===== src/rtl/nvs_pkg.sv =====
// Constants and types for the stored-settings command handler
package nvs_pkg;
  // Packet framing
  localparam int PKT_BYTES = 64;
  localparam logic [7:0] CMD_SET_NV = 8'h60;
  localparam logic [7:0] SUB_CHIP = 8'h20;
  localparam logic [7:0] SUB_SPI = 8'h10;
  // Response status codes
  localparam logic [7:0] ST_OK = 8'h00;
  localparam logic [7:0] ST_BLOCKED = 8'hFB;
  localparam logic [7:0] ST_BUSY = 8'hF8;
  localparam logic [7:0] ST_UNSUP = 8'hFF;
  // Protection modes
  localparam logic [7:0] ACC_OPEN = 8'h00;
  localparam logic [7:0] ACC_PW = 8'h40;
  localparam logic [7:0] ACC_LOCK = 8'h80;
  // Pin roles
  localparam logic [1:0] ROLE_GPIO = 2'h0;
  localparam logic [1:0] ROLE_SELECT = 2'h1;
  localparam logic [1:0] ROLE_DEDICATED = 2'h2;
  // Chip-settings byte positions
  localparam int NUM_PINS = 9;
  localparam int B_ROLE0 = 4;
  localparam int B_LVL = 13;
  localparam int B_DIR = 15;
  localparam int B_FLAGS = 17;
  localparam int B_ACC = 18;
  localparam int B_PW0 = 19;
  localparam int PW_LEN = 8;
  localparam int B_CHIP_LAST = 26;
  // Flag bit positions in the chip flags byte
  localparam int WAKE_BIT = 4;
  localparam int INT_LSB = 1;
  localparam int HOLD_BIT = 0;
  // SPI-settings byte positions
  localparam int S_RATE = 4;
  localparam int S_IDLE = 8;
  localparam int S_ACT = 10;
  localparam int S_LEAD = 12;
  localparam int S_TAIL = 14;
  localparam int S_GAP = 16;
  localparam int S_LEN = 18;
  localparam int S_MODE = 20;
  // Factory value of every stored byte
  localparam logic [7:0] NV_RESET = 8'h00;
  // Delay unit
  localparam int DELAY_UNIT_US = 100;
  localparam int CLK_MHZ = 20;
  localparam int TICK_CYCLES = DELAY_UNIT_US * CLK_MHZ;
  // Transfer sequencer states, Gray in listed order; BYTE to TAIL and TAIL to IDLE change two bits, LEAD to TAIL three
  typedef enum logic [2:0] {
    SQ_IDLE = 3'b000,
    SQ_LEAD = 3'b001,
    SQ_BYTE = 3'b011,
    SQ_GAP = 3'b010,
    SQ_TAIL = 3'b110
  } nvs_seq_t;
endpackage


===== src/rtl/nvs_handler.sv =====
// Stored-settings command handler with transfer timing sequencer
`timescale 1ns/1ns
// Function
// RULE_01 - On reset, working settings are reloaded from stored settings.
// RULE_02 - Password mode allows stored writes only after the matching password.
// RULE_03 - Working settings change freely whatever the protection.
// RULE_04 - Every command packet gets exactly one response.
// RULE_05 - Chip defaults write is command 0x60, sub-command 0x20.
// RULE_06 - Bytes 4 to 12 give each pin's role.
// RULE_07 - Bytes 13-14 default levels, bytes 15-16 default directions.
// RULE_08 - Byte 17 bit 4 enables remote wake-up.
// RULE_09 - Byte 17 bits 3 to 1 select interrupt counting mode.
// RULE_10 - Byte 17 bit 0 keeps the bus held between transfers.
// RULE_11 - Byte 18 selects open, password or permanent lock.
// RULE_12 - Host sends new password in bytes 19-26, zeros keep it.
// RULE_13 - Host zero-fills bytes 27 to 63.
// RULE_14 - Refused write echoes command, returns 0xFB, stores nothing.
// RULE_15 - Successful write echoes command, returns 0x00, echoes sub-command.
// RULE_16 - SPI defaults write is command 0x60, sub-command 0x10.
// RULE_17 - Bytes 4 to 7 hold the 32-bit bit rate, low first.
// RULE_18 - Bytes 8-9 idle select pattern, bytes 10-11 active pattern.
// RULE_19 - Selects show active pattern during transfer, idle pattern otherwise.
// RULE_20 - Three 16-bit delays in 100 us units at bytes 12-17.
// RULE_21 - Delays applied before first byte, between bytes, after last byte.
// RULE_22 - Bytes 18-19 hold the 16-bit transaction length, low first.
// RULE_23 - Byte 20 selects the SPI clocking mode 0 to 3.
// RULE_24 - SPI defaults write during a transfer is refused with 0xF8.
module nvs_handler #(
  parameter int TICK = nvs_pkg::TICK_CYCLES
) (
  // Clock, reset and power-on reset of the stored image
  input wire logic clk,
  input wire logic rst,
  input wire logic por,
  // Command packet byte stream
  input wire logic cmd_valid,
  input wire logic [7:0] cmd_data,
  // Password supply and volatile apply
  input wire logic pw_valid,
  input wire logic [63:0] pw_data,
  input wire logic vol_wr,
  // Response
  output logic rsp_valid,
  output logic [7:0] rsp_cmd,
  output logic [7:0] rsp_status,
  output logic [7:0] rsp_sub,
  // Protection state
  output logic [7:0] nv_access,
  output logic pw_unlocked,
  // Working chip settings
  output logic [17:0] pin_role,
  output logic [8:0] dflt_level,
  output logic [8:0] dflt_dir,
  output logic wake_en,
  output logic [2:0] int_mode,
  output logic bus_hold,
  // Working SPI settings
  output logic [31:0] spi_rate,
  output logic [1:0] spi_mode,
  output logic [15:0] xfer_len,
  // Transfer sequencing
  input wire logic xfer_req,
  input wire logic byte_done,
  output logic byte_go,
  output logic xfer_busy,
  output logic [8:0] select_line
);
  logic [7:0] pkt [0:nvs_pkg::PKT_BYTES-1];
  logic [7:0] next_pkt [0:nvs_pkg::PKT_BYTES-1];
  logic [5:0] idx;
  logic [5:0] next_idx;
  logic [7:0] nv_chip [nvs_pkg::B_ROLE0:nvs_pkg::B_CHIP_LAST];
  logic [7:0] next_nv_chip [nvs_pkg::B_ROLE0:nvs_pkg::B_CHIP_LAST];
  logic [7:0] nv_spi [nvs_pkg::S_RATE:nvs_pkg::S_MODE];
  logic [7:0] next_nv_spi [nvs_pkg::S_RATE:nvs_pkg::S_MODE];
  logic [7:0] wk_chip [nvs_pkg::B_ROLE0:nvs_pkg::B_ACC];
  logic [7:0] next_wk_chip [nvs_pkg::B_ROLE0:nvs_pkg::B_ACC];
  logic [7:0] wk_spi [nvs_pkg::S_RATE:nvs_pkg::S_MODE];
  logic [7:0] next_wk_spi [nvs_pkg::S_RATE:nvs_pkg::S_MODE];
  logic load_pend;
  logic exec;
  logic is_chip;
  logic is_spi;
  logic allowed;
  logic pw_zero;
  logic [63:0] pw_stored;
  logic next_unlocked;
  logic next_rsp_valid;
  logic [7:0] next_rsp_cmd;
  logic [7:0] next_rsp_status;
  logic [7:0] next_rsp_sub;

  function automatic logic [15:0] half(input logic [7:0] lo, input logic [7:0] hi);
    half = {hi, lo};
  endfunction

  // Packet assembly and decode
  assign exec = cmd_valid && (idx == 6'(nvs_pkg::PKT_BYTES - 1));
  assign is_chip = (pkt[0] == nvs_pkg::CMD_SET_NV) && (pkt[1] == nvs_pkg::SUB_CHIP); // RULE_05
  assign is_spi = (pkt[0] == nvs_pkg::CMD_SET_NV) && (pkt[1] == nvs_pkg::SUB_SPI); // RULE_16
  assign allowed = (nv_access == nvs_pkg::ACC_OPEN) ||
                   ((nv_access == nvs_pkg::ACC_PW) && pw_unlocked); // RULE_02 RULE_11

  always_comb
  begin
    pw_zero = 1'b1;
    for (int i = 0; i < nvs_pkg::PW_LEN; i++)
    begin
      pw_stored[8*i +: 8] = nv_chip[nvs_pkg::B_PW0 + i];
      if (pkt[nvs_pkg::B_PW0 + i] != 8'h00)
      begin
        pw_zero = 1'b0;
      end
    end
  end

  always_comb
  begin
    next_pkt = pkt;
    next_idx = idx;
    if (cmd_valid)
    begin
      next_pkt[idx] = cmd_data;
      next_idx = idx + 6'h1;
    end
  end

  // Command execution and response
  always_comb
  begin
    next_nv_chip = nv_chip;
    next_nv_spi = nv_spi;
    next_rsp_valid = exec; // RULE_04
    next_rsp_cmd = rsp_cmd;
    next_rsp_status = rsp_status;
    next_rsp_sub = rsp_sub;
    if (exec)
    begin
      next_rsp_cmd = pkt[0]; // RULE_14 RULE_15
      next_rsp_sub = pkt[1]; // RULE_15
      if (!is_chip && !is_spi)
      begin
        next_rsp_status = nvs_pkg::ST_UNSUP;
      end
      else if (!allowed)
      begin
        next_rsp_status = nvs_pkg::ST_BLOCKED; // RULE_14
      end
      else if (is_spi && xfer_busy)
      begin
        next_rsp_status = nvs_pkg::ST_BUSY; // RULE_24
      end
      else if (is_chip)
      begin
        next_rsp_status = nvs_pkg::ST_OK; // RULE_15
        for (int i = nvs_pkg::B_ROLE0; i <= nvs_pkg::B_ACC; i++)
        begin
          next_nv_chip[i] = pkt[i]; // RULE_06 RULE_07 RULE_08 RULE_09 RULE_10 RULE_11
        end
        if (!pw_zero)
        begin
          for (int i = nvs_pkg::B_PW0; i <= nvs_pkg::B_CHIP_LAST; i++)
          begin
            next_nv_chip[i] = pkt[i]; // RULE_12
          end
        end
      end
      else
      begin
        next_rsp_status = nvs_pkg::ST_OK; // RULE_15
        for (int i = nvs_pkg::S_RATE; i <= nvs_pkg::S_MODE; i++)
        begin
          next_nv_spi[i] = pkt[i]; // RULE_17 RULE_18 RULE_20 RULE_22 RULE_23
        end
      end
    end
  end

  // Working copy: reload after reset, else volatile apply
  always_comb
  begin
    next_wk_chip = wk_chip;
    next_wk_spi = wk_spi;
    next_unlocked = pw_unlocked;
    if (pw_valid)
    begin
      next_unlocked = (pw_data == pw_stored); // RULE_02
    end
    if (load_pend)
    begin
      for (int i = nvs_pkg::B_ROLE0; i <= nvs_pkg::B_ACC; i++)
      begin
        next_wk_chip[i] = nv_chip[i]; // RULE_01
      end
      next_wk_spi = nv_spi; // RULE_01
    end
    else if (vol_wr && (pkt[1] == nvs_pkg::SUB_CHIP))
    begin
      for (int i = nvs_pkg::B_ROLE0; i <= nvs_pkg::B_ACC; i++)
      begin
        next_wk_chip[i] = pkt[i]; // RULE_03
      end
    end
    else if (vol_wr && (pkt[1] == nvs_pkg::SUB_SPI))
    begin
      for (int i = nvs_pkg::S_RATE; i <= nvs_pkg::S_MODE; i++)
      begin
        next_wk_spi[i] = pkt[i]; // RULE_03
      end
    end
  end

  always_ff @(posedge clk or posedge por)
  begin
    if (por)
    begin
      for (int i = nvs_pkg::B_ROLE0; i <= nvs_pkg::B_CHIP_LAST; i++)
      begin
        nv_chip[i] <= nvs_pkg::NV_RESET;
      end
      for (int i = nvs_pkg::S_RATE; i <= nvs_pkg::S_MODE; i++)
      begin
        nv_spi[i] <= nvs_pkg::NV_RESET;
      end
    end
    else
    begin
      nv_chip <= next_nv_chip;
      nv_spi <= next_nv_spi;
    end
  end

  always_ff @(posedge clk or posedge rst)
  begin
    if (rst)
    begin
      for (int i = 0; i < nvs_pkg::PKT_BYTES; i++)
      begin
        pkt[i] <= 8'h00;
      end
      for (int i = nvs_pkg::B_ROLE0; i <= nvs_pkg::B_ACC; i++)
      begin
        wk_chip[i] <= 8'h00;
      end
      for (int i = nvs_pkg::S_RATE; i <= nvs_pkg::S_MODE; i++)
      begin
        wk_spi[i] <= 8'h00;
      end
      idx <= 6'h00;
      load_pend <= 1'b1;
      pw_unlocked <= 1'b0;
      rsp_valid <= 1'b0;
      rsp_cmd <= 8'h00;
      rsp_status <= 8'h00;
      rsp_sub <= 8'h00;
    end
    else
    begin
      pkt <= next_pkt;
      wk_chip <= next_wk_chip;
      wk_spi <= next_wk_spi;
      idx <= next_idx;
      load_pend <= 1'b0;
      pw_unlocked <= next_unlocked;
      rsp_valid <= next_rsp_valid;
      rsp_cmd <= next_rsp_cmd;
      rsp_status <= next_rsp_status;
      rsp_sub <= next_rsp_sub;
    end
  end

  // Working settings fields, and protection mode from the stored settings
  assign nv_access = nv_chip[nvs_pkg::B_ACC];
  generate
    for (genvar p = 0; p < nvs_pkg::NUM_PINS; p++)
    begin : g_role
      assign pin_role[2*p +: 2] = wk_chip[nvs_pkg::B_ROLE0 + p][1:0]; // RULE_06
    end
  endgenerate
  assign dflt_level = {wk_chip[nvs_pkg::B_LVL + 1][0], wk_chip[nvs_pkg::B_LVL]}; // RULE_07
  assign dflt_dir = {wk_chip[nvs_pkg::B_DIR + 1][0], wk_chip[nvs_pkg::B_DIR]}; // RULE_07
  assign wake_en = wk_chip[nvs_pkg::B_FLAGS][nvs_pkg::WAKE_BIT]; // RULE_08
  assign int_mode = wk_chip[nvs_pkg::B_FLAGS][nvs_pkg::INT_LSB +: 3]; // RULE_09
  assign bus_hold = wk_chip[nvs_pkg::B_FLAGS][nvs_pkg::HOLD_BIT]; // RULE_10
  assign spi_rate = {wk_spi[nvs_pkg::S_RATE + 3], wk_spi[nvs_pkg::S_RATE + 2],
                     wk_spi[nvs_pkg::S_RATE + 1], wk_spi[nvs_pkg::S_RATE]}; // RULE_17
  assign spi_mode = wk_spi[nvs_pkg::S_MODE][1:0]; // RULE_23
  assign xfer_len = half(wk_spi[nvs_pkg::S_LEN], wk_spi[nvs_pkg::S_LEN + 1]); // RULE_22

  // Transfer sequencer
  nvs_pkg::nvs_seq_t st;
  nvs_pkg::nvs_seq_t next_st;
  logic [15:0] rem;
  logic [15:0] next_rem;
  logic next_byte_go;
  logic [8:0] next_select;
  logic dly_start;
  logic [15:0] dly_units;
  logic dly_done;
  logic [8:0] next_idle_pat;
  logic [8:0] next_act_pat;

  assign next_idle_pat = {next_wk_spi[nvs_pkg::S_IDLE + 1][0], next_wk_spi[nvs_pkg::S_IDLE]}; // RULE_18
  assign next_act_pat = {next_wk_spi[nvs_pkg::S_ACT + 1][0], next_wk_spi[nvs_pkg::S_ACT]}; // RULE_18

  always_comb
  begin
    next_st = st;
    next_rem = rem;
    next_byte_go = 1'b0;
    dly_start = 1'b0;
    dly_units = 16'h0000;
    case (st)
      nvs_pkg::SQ_IDLE:
      begin
        if (xfer_req)
        begin
          next_st = nvs_pkg::SQ_LEAD;
          next_rem = xfer_len;
          dly_start = 1'b1;
          dly_units = half(wk_spi[nvs_pkg::S_LEAD], wk_spi[nvs_pkg::S_LEAD + 1]); // RULE_20 RULE_21
        end
      end
      nvs_pkg::SQ_LEAD, nvs_pkg::SQ_GAP:
      begin
        if (dly_done)
        begin
          if (rem == 16'h0000)
          begin
            next_st = nvs_pkg::SQ_TAIL;
            dly_start = 1'b1;
            dly_units = half(wk_spi[nvs_pkg::S_TAIL], wk_spi[nvs_pkg::S_TAIL + 1]); // RULE_21
          end
          else
          begin
            next_st = nvs_pkg::SQ_BYTE;
            next_byte_go = 1'b1;
          end
        end
      end
      nvs_pkg::SQ_BYTE:
      begin
        if (byte_done)
        begin
          next_rem = rem - 16'h0001;
          dly_start = 1'b1;
          if (rem == 16'h0001)
          begin
            next_st = nvs_pkg::SQ_TAIL;
            dly_units = half(wk_spi[nvs_pkg::S_TAIL], wk_spi[nvs_pkg::S_TAIL + 1]); // RULE_21
          end
          else
          begin
            next_st = nvs_pkg::SQ_GAP;
            dly_units = half(wk_spi[nvs_pkg::S_GAP], wk_spi[nvs_pkg::S_GAP + 1]); // RULE_20 RULE_21
          end
        end
      end
      nvs_pkg::SQ_TAIL:
      begin
        if (dly_done)
        begin
          next_st = nvs_pkg::SQ_IDLE;
        end
      end
      default:
      begin
        next_st = nvs_pkg::SQ_IDLE;
      end
    endcase
    next_select = (next_st != nvs_pkg::SQ_IDLE) ? next_act_pat : next_idle_pat; // RULE_19
  end

  always_ff @(posedge clk or posedge rst)
  begin
    if (rst)
    begin
      st <= nvs_pkg::SQ_IDLE;
      rem <= 16'h0000;
      byte_go <= 1'b0;
      xfer_busy <= 1'b0;
      select_line <= 9'h000;
    end
    else
    begin
      st <= next_st;
      rem <= next_rem;
      byte_go <= next_byte_go;
      xfer_busy <= (next_st != nvs_pkg::SQ_IDLE);
      select_line <= next_select;
    end
  end

  nvs_delay #(.TICK(TICK)) u_delay (
    .clk(clk),
    .rst(rst),
    .start(dly_start),
    .units(dly_units),
    .done(dly_done)
  );
endmodule


===== src/rtl/nvs_delay.sv =====
// Delay timer counting units of a fixed number of clock cycles
`timescale 1ns/1ns
module nvs_delay #(
  parameter int TICK = nvs_pkg::TICK_CYCLES
) (
  // Clock and reset
  input wire logic clk,
  input wire logic rst,
  // Request
  input wire logic start,
  input wire logic [15:0] units,
  // Result
  output logic done
);
  generate
    if (TICK < 1)
    begin : g_bad_tick
      $error("TICK must be at least one cycle");
    end
  endgenerate

  logic active;
  logic [15:0] left;
  logic [31:0] tick;
  logic next_active;
  logic [15:0] next_left;
  logic [31:0] next_tick;
  logic next_done;

  always_comb
  begin
    next_active = active;
    next_left = left;
    next_tick = tick;
    next_done = 1'b0;
    if (start)
    begin
      next_active = 1'b1;
      next_left = units;
      next_tick = 32'h0;
    end
    else if (active)
    begin
      if (left == 16'h0)
      begin
        next_active = 1'b0;
        next_done = 1'b1;
      end
      else if (tick == 32'(TICK - 1))
      begin
        next_tick = 32'h0;
        next_left = left - 16'h1;
      end
      else
      begin
        next_tick = tick + 32'h1;
      end
    end
  end

  always_ff @(posedge clk or posedge rst)
  begin
    if (rst)
    begin
      active <= 1'b0;
      left <= 16'h0;
      tick <= 32'h0;
      done <= 1'b0;
    end
    else
    begin
      active <= next_active;
      left <= next_left;
      tick <= next_tick;
      done <= next_done;
    end
  end
endmodule


===== config.mk =====
export PLATFORM = sky130hd
export DESIGN_NAME = nvs_handler
export DESIGN_NICKNAME = d
export VERILOG_FILES = /design/src/rtl/nvs_pkg.sv /design/src/rtl/nvs_handler.sv /design/src/rtl/nvs_delay.sv
export SDC_FILE = /design/constraint.sdc
export NUM_CORES = 1
export LEC_CHECK = 0
export ABC_AREA = 1
export BUFFER_PORTS_ARGS = -buffer_cell sky130_fd_sc_hd__buf_2
export CELL_PAD_IN_SITES_DETAIL_PLACEMENT = 0
export CELL_PAD_IN_SITES_GLOBAL_PLACEMENT = 2
export CORE_ASPECT_RATIO = 0.75
export CORE_UTILIZATION = 41
export CTS_BUF_LIST = sky130_fd_sc_hd__clkbuf_8
export DETAILED_ROUTE_END_ITERATION = 6
export HOLD_SLACK_MARGIN = 0.1
export PLACE_DENSITY_LB_ADDON = 0.15
export REMOVE_ABC_BUFFERS = 1
export SLEW_MARGIN = 40
export SYNTH_ARGS = -nofsm -noshare
export SYNTH_HDL_FRONTEND = slang
export SYNTH_SLANG_ARGS = --single-unit

===== constraint.sdc =====
create_clock -name clk -period 32.9 [get_ports clk]
set_input_delay 1.645 -clock clk [delete_from_list [all_inputs] [get_ports clk]]
set_output_delay 1.645 -clock clk [all_outputs]
set_load 0.02 [all_outputs]

Yosys cells after proc, flatten, opt, wreduce, memory -nomap -nowiden --
Cells that the tools add are included.
Storage, ports and cells: bits in registers 1096, bits of input ports 80, output and inout port bits 136
Cells by class: equal/unequal tests 16, add/subtract/negate cells 4, reduce and logical (&&, ||, !) cells 38, magnitude comparators 2, multiplexer cells 58, bitwise logic cells 5
Operators by type and width (count):
- $bwmux 512 | 1
- $mux 136 | 3
- $mux 114 | 2
- $mux 16 | 11
- $mux 32 | 4
- $eq 64x64->1 | 1
- $reduce_bool 8->1 | 8
- $demux 8 s6 | 1
- $pmux 16 s3 | 1
- $add 32x1->32 const B | 1
- $eq 32x11->1 const B | 1
- $logic_not 16->1 | 2
- $mux 8 | 4
- $pmux 16 s2 | 1
- $sub 16x1->16 const B | 2
- $mux 1 | 21
- $mux 3 | 6
- $eq 16x1->1 const B | 1
- $eq 8x7->1 const B | 2
- $pmux 3 s4 | 1
- $reduce_and 5->1 | 2
- $reduce_bool 2->1 | 5
- $logic_and 1x1->1 | 9
- $mux 9 | 1
- 22 further kinds | 32

Longest topological paths before layout --
Gate-level depths: netlist of run 1.
depth in word-level cells 11, depth in mapped cells 13

Hierarchy --
A second synthesis of run 1 with hierarchy kept.
Second synthesis, totals: cells, all modules 3944, area total of the unflattened synthesis 31453.9 sq um
Modules (own cells, without submodules):
- nvs_handler | instances 1, area each 27740.4 sq um, cells an instance 3323
- nvs_delay | instances 1, area each 3713.6 sq um, cells an instance 621

Worst setup path before layout of run 1 --
No wires, ideal clock.
path type input port to flip-flop, from input cmd_valid, to register nv_spi[104] (netlist name), stages on the path 9, required time 32770 ps, buffers on the path 2, setup slack 29832 ps, arrival time 2938 ps, cell sequence nand3_1 nor3_4 inv_2 nor2_1 nand4_2 buf_2 clkbuf_1 nand2_1 o21ai_0
On the way: word-level cells in the longest chain between the ends 2
RTL lines:
- start: declaration | line nvs_handler.sv:36 | input wire logic cmd_valid,
- $logic_and 1x1->1 | line nvs_handler.sv:98 | assign exec = cmd_valid && (idx == 6'(nvs_pkg::PKT_BYTES - 1));
- via exec | line nvs_handler.sv:81 | logic exec;
- $reduce_and 5->1 (no line)
- end signal: indexed assignment | line nvs_handler.sv:223 | nv_spi[i] <= nvs_pkg::NV_RESET;
- end signal: assignment | line nvs_handler.sv:229 | nv_spi <= next_nv_spi;
- end: declaration | line nvs_handler.sv:74 | logic [7:0] nv_spi [nvs_pkg::S_RATE:nvs_pkg::S_MODE];
The timed path passes the listed nets, and every way through them passes these cells. A chain may end at the register's enable or synchronous reset.

Worst setup path in the final report of run 1 --
from input cmd_valid, to register nv_spi[20] (netlist name)
The elaborated chain is that of the path after synthesis.

==> impl_metrics.ini, run 1 <==
[placed_design]
dp_hpwl_um = 57100
io_buffers = 215
dp_cells = 4750
place.gp.congestion = 0.857

[sta]
period_share_pct = 12.4
period_needed_ns = 4.07
fin_setup_tns_ns = 0
finalSetupViolations = 0
relSlewSlack_pct = 44.6
max_clock_freq_mhz = 246
hold_viol = 0
max_slew.worst_pin.slew_ns = 0.830
whs_ns = 0.477
skew_ns = 0.0315
maxSlewViolCount = 0
rsz0062_at_grt = false

[route]
drt.antenna.violating_nets = 0
viasPerCell = 5.09
wl_per_cell_um = 18.2
met3RoutedLength_um = 5380
wirelength_um = 90100
num_vias = 25200
wl_met2_um = 38100
drt_pass1_iterations = 5
drc = 0
drtIter0Drc = 2132
routed.top_layer = met4
met1_length_um = 44600

[grt]
grt_max_degree = 119
grt_overflow = 0
grt_pass1_wl_um = 143000
grt_pass1_vias = 24800
antenna_found_initial = 3
grt.total_usage_pct = 24.1

[clocking]
cts_root_buf = clkbuf_8
clk_latency_ns = 0.74
cts_htree_levels = 3
cts_setup_buffers = 0
numCtsBuffers = 111
clk_path_buf_depth = 3
post_cts_resized = 0
cts_sinks = 682
hold_buffers = 0
path_clk_slew_ns = 0.06
cts_tree = yes

[finish]
drive_gt1_share_pct = 11.2
area_delta_synth_final_pct = 12.3
fillers = 7318
final_cells = 4950
nets = 3982

[critical_path]
required_ns = 33.47
crit_chain = buf_2, nand3_1, nor3_4, inv_2, nor2_1, nand4_4, buf_4, buf_6, nand2_1, o21ai_0
setup.worst_path.end_class = register
worstPathArrival_ns = 4.63
worstPathMaxFanout = 118
start_kind = input port
max_stage_delay_ns = 0.56
slowest_stage = buf_4
ff2ff_setup_slack_ns = 29.23
worstSetupPathType = in2reg

[logic_synthesis]
synth_async_sr_flop_share_pct = 100
syn_avg_cell_area_um2 = 8.15
synthCells = 3781
yosysUniqueCellTypes = 38
yosysSeqAreaShare_pct = 55.4
synth_seq_cells = 682
synthMostInstantiatedCell = nand2_1
synth_area_leader_cell = dfrtp_1
synth_edf_count = 0
synth_area_um2 = 30800
synthTopCellsByArea = dfrtp_1 55%, nand2_1 15%, o21ai_0 8.5%
synth_warnings = 0
synth_top_area_share_pct = 55.3
post_synth_most_frequent_cells = 1194 x nand2_1, 681 x dfrtp_1, 522 x o21ai_0
synth-main-ff-cell = dfrtp_1

[status]
status = complete, no violations

[floorplanning]
pin_count = 216
rows = 86
core_um2 = 73900
fp.dieH_um = 239
start_util_pct = 41.7
die_area_um2 = 76300
die_x_um = 319

[worst_hold_path]
hold_class = reg2reg

[power_and_ir_drop]
p_leak_nw = 17.0
irDropWorstVdd_mv = 0.105
powerDensity_nw_per_um2 = 66.5

[run]
maxCapViolCount = 0
## power breakdown
part	internal, mW	total, mW	leakage (nW)	switching (mW)
logic	0.144	0.514	6.48	0.370
registers	0.938	1.02	9.16	0.0873
clock network	0.412	0.763	1.31	0.351
## stage by stage
stage / setup WS [ns] / util, % / power, mW / instance area (um2)
CTS: 28.92 / 46.8 / 2.33 / 34600
global route: 28.46 / 46.8 / 2.45 / 34600
finish: 28.83 / 46.8 / 2.30 / 34600
floorplan: 18.63 / - / 1.35 / 29600
global placement: 27.79 / 43.6 / 1.54 / 32200
detailed placement: 28.11 / 43.7 / 1.55 / 32300
## cell usage in the layout (no fill, tap or decap), drive strengths merged, types with 41 or more instances in the layout
cell       n
a21oi     70
buf      247
clkbuf   144
dfrtp    681
inv      366
nand2   1194
nand3    263
nand4     51
nor2     239
nor3      41
o21ai    526
## routing by layer
metal,up-vias,GRT usage [%]
met2,625,35.1
met5,-,0
li1,12300,-
met3,132,5.08
met1,12200,36.0
met4,0,6.57
## area by class of cell
class / count / area [um2] / share of cell area [%]
sequential: 682 / 17100 / 49.3
clock buffer: 143 / 1970 / 5.68
inverter: 341 / 1320 / 3.81
multi-input combinational: 2512 / 11300 / 32.7
timing repair buffer: 248 / 1390 / 4.01
tap: 968 / 1210 / 3.50
clock inverter: 54 / 332 / 0.958
antenna: 2 / 5.00 / 0.0145
## state kept, by name, summed over array words and instances, names as in the netlist, 2 cells and up
| name | count |
|---|---|
| spi_rate | 32 |
| u_delay.left | 16 |
| int_mode | 3 |
| rem | 16 |
| select_line | 9 |
| nv_chip | 105 |
| spi_mode | 2 |
| dflt_level | 9 |
| st | 3 |
| rsp_sub | 8 |
| pkt | 188 |
| xfer_len | 16 |
| idx | 6 |
| nv_access | 8 |
| wk_spi | 66 |
| rsp_cmd | 8 |
| pin_role | 18 |
| nv_spi | 116 |
| u_delay.tick | 32 |
| dflt_dir | 9 |
| rsp_status | 3 |
## final timing paths
path	startpoint	endpoint	cells after the start
worst max-delay path	cmd_valid	nv_spi[20]	10
max in group asynchronous	rst	u_delay.left[5]	4
min in group asynchronous	por	nv_spi[130]	2
worst min-delay path	nv_chip[24]	nv_chip[24]	2
worst max register to register	idx[0]	nv_spi[134]	9
worst min register to register	nv_chip[24]	nv_chip[24]	2
## worst max-delay path, delay by kind of cell
kind	cells	cell delay, ns
AOI/OAI and AO/OA	1	0.09
buffers and inverters	4	1.39
and+or+nand+nor	5	1.40
## cell families after synthesis
group / Yosys count / synth area share (%)
AND/OR/NAND/NOR: 1804 / 23.9
flip-flops: 682 / 55.4
AO/OA/AOI/OAI: 651 / 11.0
buffers and inverters: 587 / 8.03
XOR/XNOR: 50 / 1.42
adder cells (fa/ha/maj): 6 / 0.243
other: 1 / 0.0122
(Power assumes the default switching activity.)
==> run 2: changes to the inputs <==
Settings changed: ABC_AREA 1 to 0, CORE_UTILIZATION 41 to 39.
Clock period 32.9 ns to 3.5 ns, I/O delays scaled along.
==> impl_metrics.ini, run 2 <==
[logic_synthesis]
synth_edf_count = 0
post_synth_most_frequent_cells = 681 x dfrtp_1, 373 x mux2_2, 203 x nand2_1
synth_async_sr_flop_share_pct = 100
synth_area_um2 = 30300
synth_warnings = 0
synth_area_leader_cell = dfrtp_1
yosysSeqAreaShare_pct = 56.4
syn_avg_cell_area_um2 = 12.4
synthTopCellsByArea = dfrtp_1 56%, mux2_2 14%, mux2i_1 4.7%
synthCells = 2448
synth_top_area_share_pct = 56.3
yosysUniqueCellTypes = 78
synth_seq_cells = 682
synthMostInstantiatedCell = dfrtp_1
synth-main-ff-cell = dfrtp_1

[finish]
layout_commonest_cell = dfrtp_1
fillers = 7220
layout_common_cells = 681 x dfrtp_1, 373 x mux2_2, 210 x buf_2, 203 x nand2_1, 185 x o21ai_0
drive_gt1_share_pct = 30.4
top_regs = pkt x188, nv_spi x116, nv_chip x105
nets = 2738
fin_util_pct = 45.0
largest_register_ffs = 188
regMostFlops = pkt
area_delta_synth_final_pct = 14.4

[power_and_ir_drop]
p_leak_nw = 17.5
powerDensity_nw_per_um2 = 605
irDropWorstVdd_mv = 0.285
totalPowerFinal_mw = 20.9

[clocking]
cts_htree_levels = 3
cts_tree = yes
cts_setup_buffers = 0
clk_path_buf_depth = 3
clk_latency_ns = 0.74
cts_sinks = 682
numCtsBuffers = 110
path_clk_slew_ns = 0.06
cts_root_buf = clkbuf_8

[sta]
hold_viol = 0
relSlewSlack_pct = 40.9
period_share_pct = 84.3
max_slew.worst_pin.slew_ns = 0.878
fin_setup_tns_ns = 0
maxSlewViolCount = 0
finalSetupViolations = 0
skew_ns = 0.0486
max_clock_freq_mhz = 339
period_needed_ns = 2.95
whs_ns = 0.201
rsz0062_at_grt = false
setup_ws_ns = 0.549

[critical_path]
worstPathArrival_ns = 3.54
start_kind = register
critPathLaunch = idx[1]
setup.worst_path.end_class = register
crit-reg2reg-launch = idx[1]
worstSetupPathType = reg2reg
worstPathMaxFanout = 41
required_ns = 4.09

[floorplanning]
core_um2 = 76900
die_area_um2 = 78700
fp.dieH_um = 243
start_util_pct = 39.4
die_x_um = 324
rows = 88
pin_count = 216

[route]
num_vias = 20000
wirelength_um = 82100
drtIter0Drc = 1187
drc = 0
drt_pass1_iterations = 6
drt.antenna.violating_nets = 0
wl_per_cell_um = 21.8
viasPerCell = 5.30

[status]
status = complete, no violations

[run]
maxCapViolCount = 0

[grt]
antenna_found_initial = 4
grt.total_usage_pct = 21.2
grt_pass1_vias = 20700
grt_max_degree = 125
grt_pass1_wl_um = 127000
grt_overflow = 0

[placed_design]
dp_hpwl_um = 52600
dp_worst_setup_slack_ns = 0.577
io_buffers = 215
place.gp.congestion = 0.840

[worst_hold_path]
hold_start = xfer_req
hold_class = in2reg
[run 2: cell count changes after synthesis, sizes merged, moves of 21 or more]
| cell | delta |
|---|---|
| nand2 | -991 |
| nor4 | +48 |
| o31ai | +21 |
| or3 | +24 |
| nor2 | -186 |
| mux2i | +143 |
| inv | -272 |
| clkbuf | -65 |
| mux2 | +473 |
| o21ai | -341 |
| o211ai | -28 |
| nand3 | -236 |
[run 2: final timing paths]
check / cells after the start / slack, ns / end
min in group asynchronous: 4 / 0.69 / nv_spi[8]
worst min-delay path: 5 / 0.20 / xfer_busy
worst max-delay path: 8 / 0.55 / nv_spi[120]
worst min register to register: 2 / 0.46 / wk_spi[46]
max in group asynchronous: 6 / 1.70 / spi_rate[24]
worst max register to register: 8 / 0.55 / nv_spi[120]
[run 2: cell type report]
type	instances	area, um2	share of cell area, %
diodes	3	7.51	0.0217
clock buffers	135	1860	5.37
clock inverters	61	300	0.868
inverters	64	255	0.738
multi-input cells	1508	11900	34.4
flip-flops and latches	682	17100	49.3
well taps	1035	1290	3.74
repair buffers	286	1890	5.47
[run 2: metrics by stage]
step / instance area, um2 / std cells
after global routing: 34600 / 3772
after detailed placement: 32300 / 3561
after CTS: 34600 / 3770
after global placement: 32200 / 3560
after floorplan: 29200 / 2254
final: 34600 / 3774
[run 2: cells by family (layout without fill, tap and decap cells)]
logic type,after synthesis,count (layout),share of synthesized area (%)
flops,682,682,56.4
other cells,1,4,0.0124
compound gates,354,354,7.06
mux,616,616,22.3
xor+xnor,51,51,1.48
simple gates,480,480,8.13
buf+inv,258,546,4.32
fa+ha+maj,6,6,0.248
[run 2: repair_timing]
action,CTS,global route
hold buffers,13,1
endpoints found under the hold margin,467,23
gates resized for setup,0,0
[run 2: where the power goes]
group / switching [mW] / total [mW] / internal (mW)
clock network: 3.27 / 6.76 / 3.49
registers: 1.28 / 10.3 / 9.06
logic: 2.12 / 3.83 / 1.71
[run 2: worst max-delay path, stage by stage (launching register included)]
cell	delay (ns)
dfrtp_1	0.48
ha_1	0.22
and3_1	0.24
nand4_4	0.17
or3_1	0.56
nor3_4	0.20
buf_12	0.29
buf_12	0.22
mux2_2	0.34
[run 2: layer usage]
| metal | part of all wire, % | GRT usage [%] | wire, um | vias up |
|---|---|---|---|---|
| met4 | 1.8 | 5.51 | 1460 | 2 |
| met2 | 45 | 31.6 | 36800 | 374 |
| li1 | - | - | - | 9173 |
| met3 | 4.5 | 4.19 | 3690 | 113 |
| met5 | 0.015 | 0 | 12 | - |
| met1 | 49 | 31.4 | 40200 | 10300 |
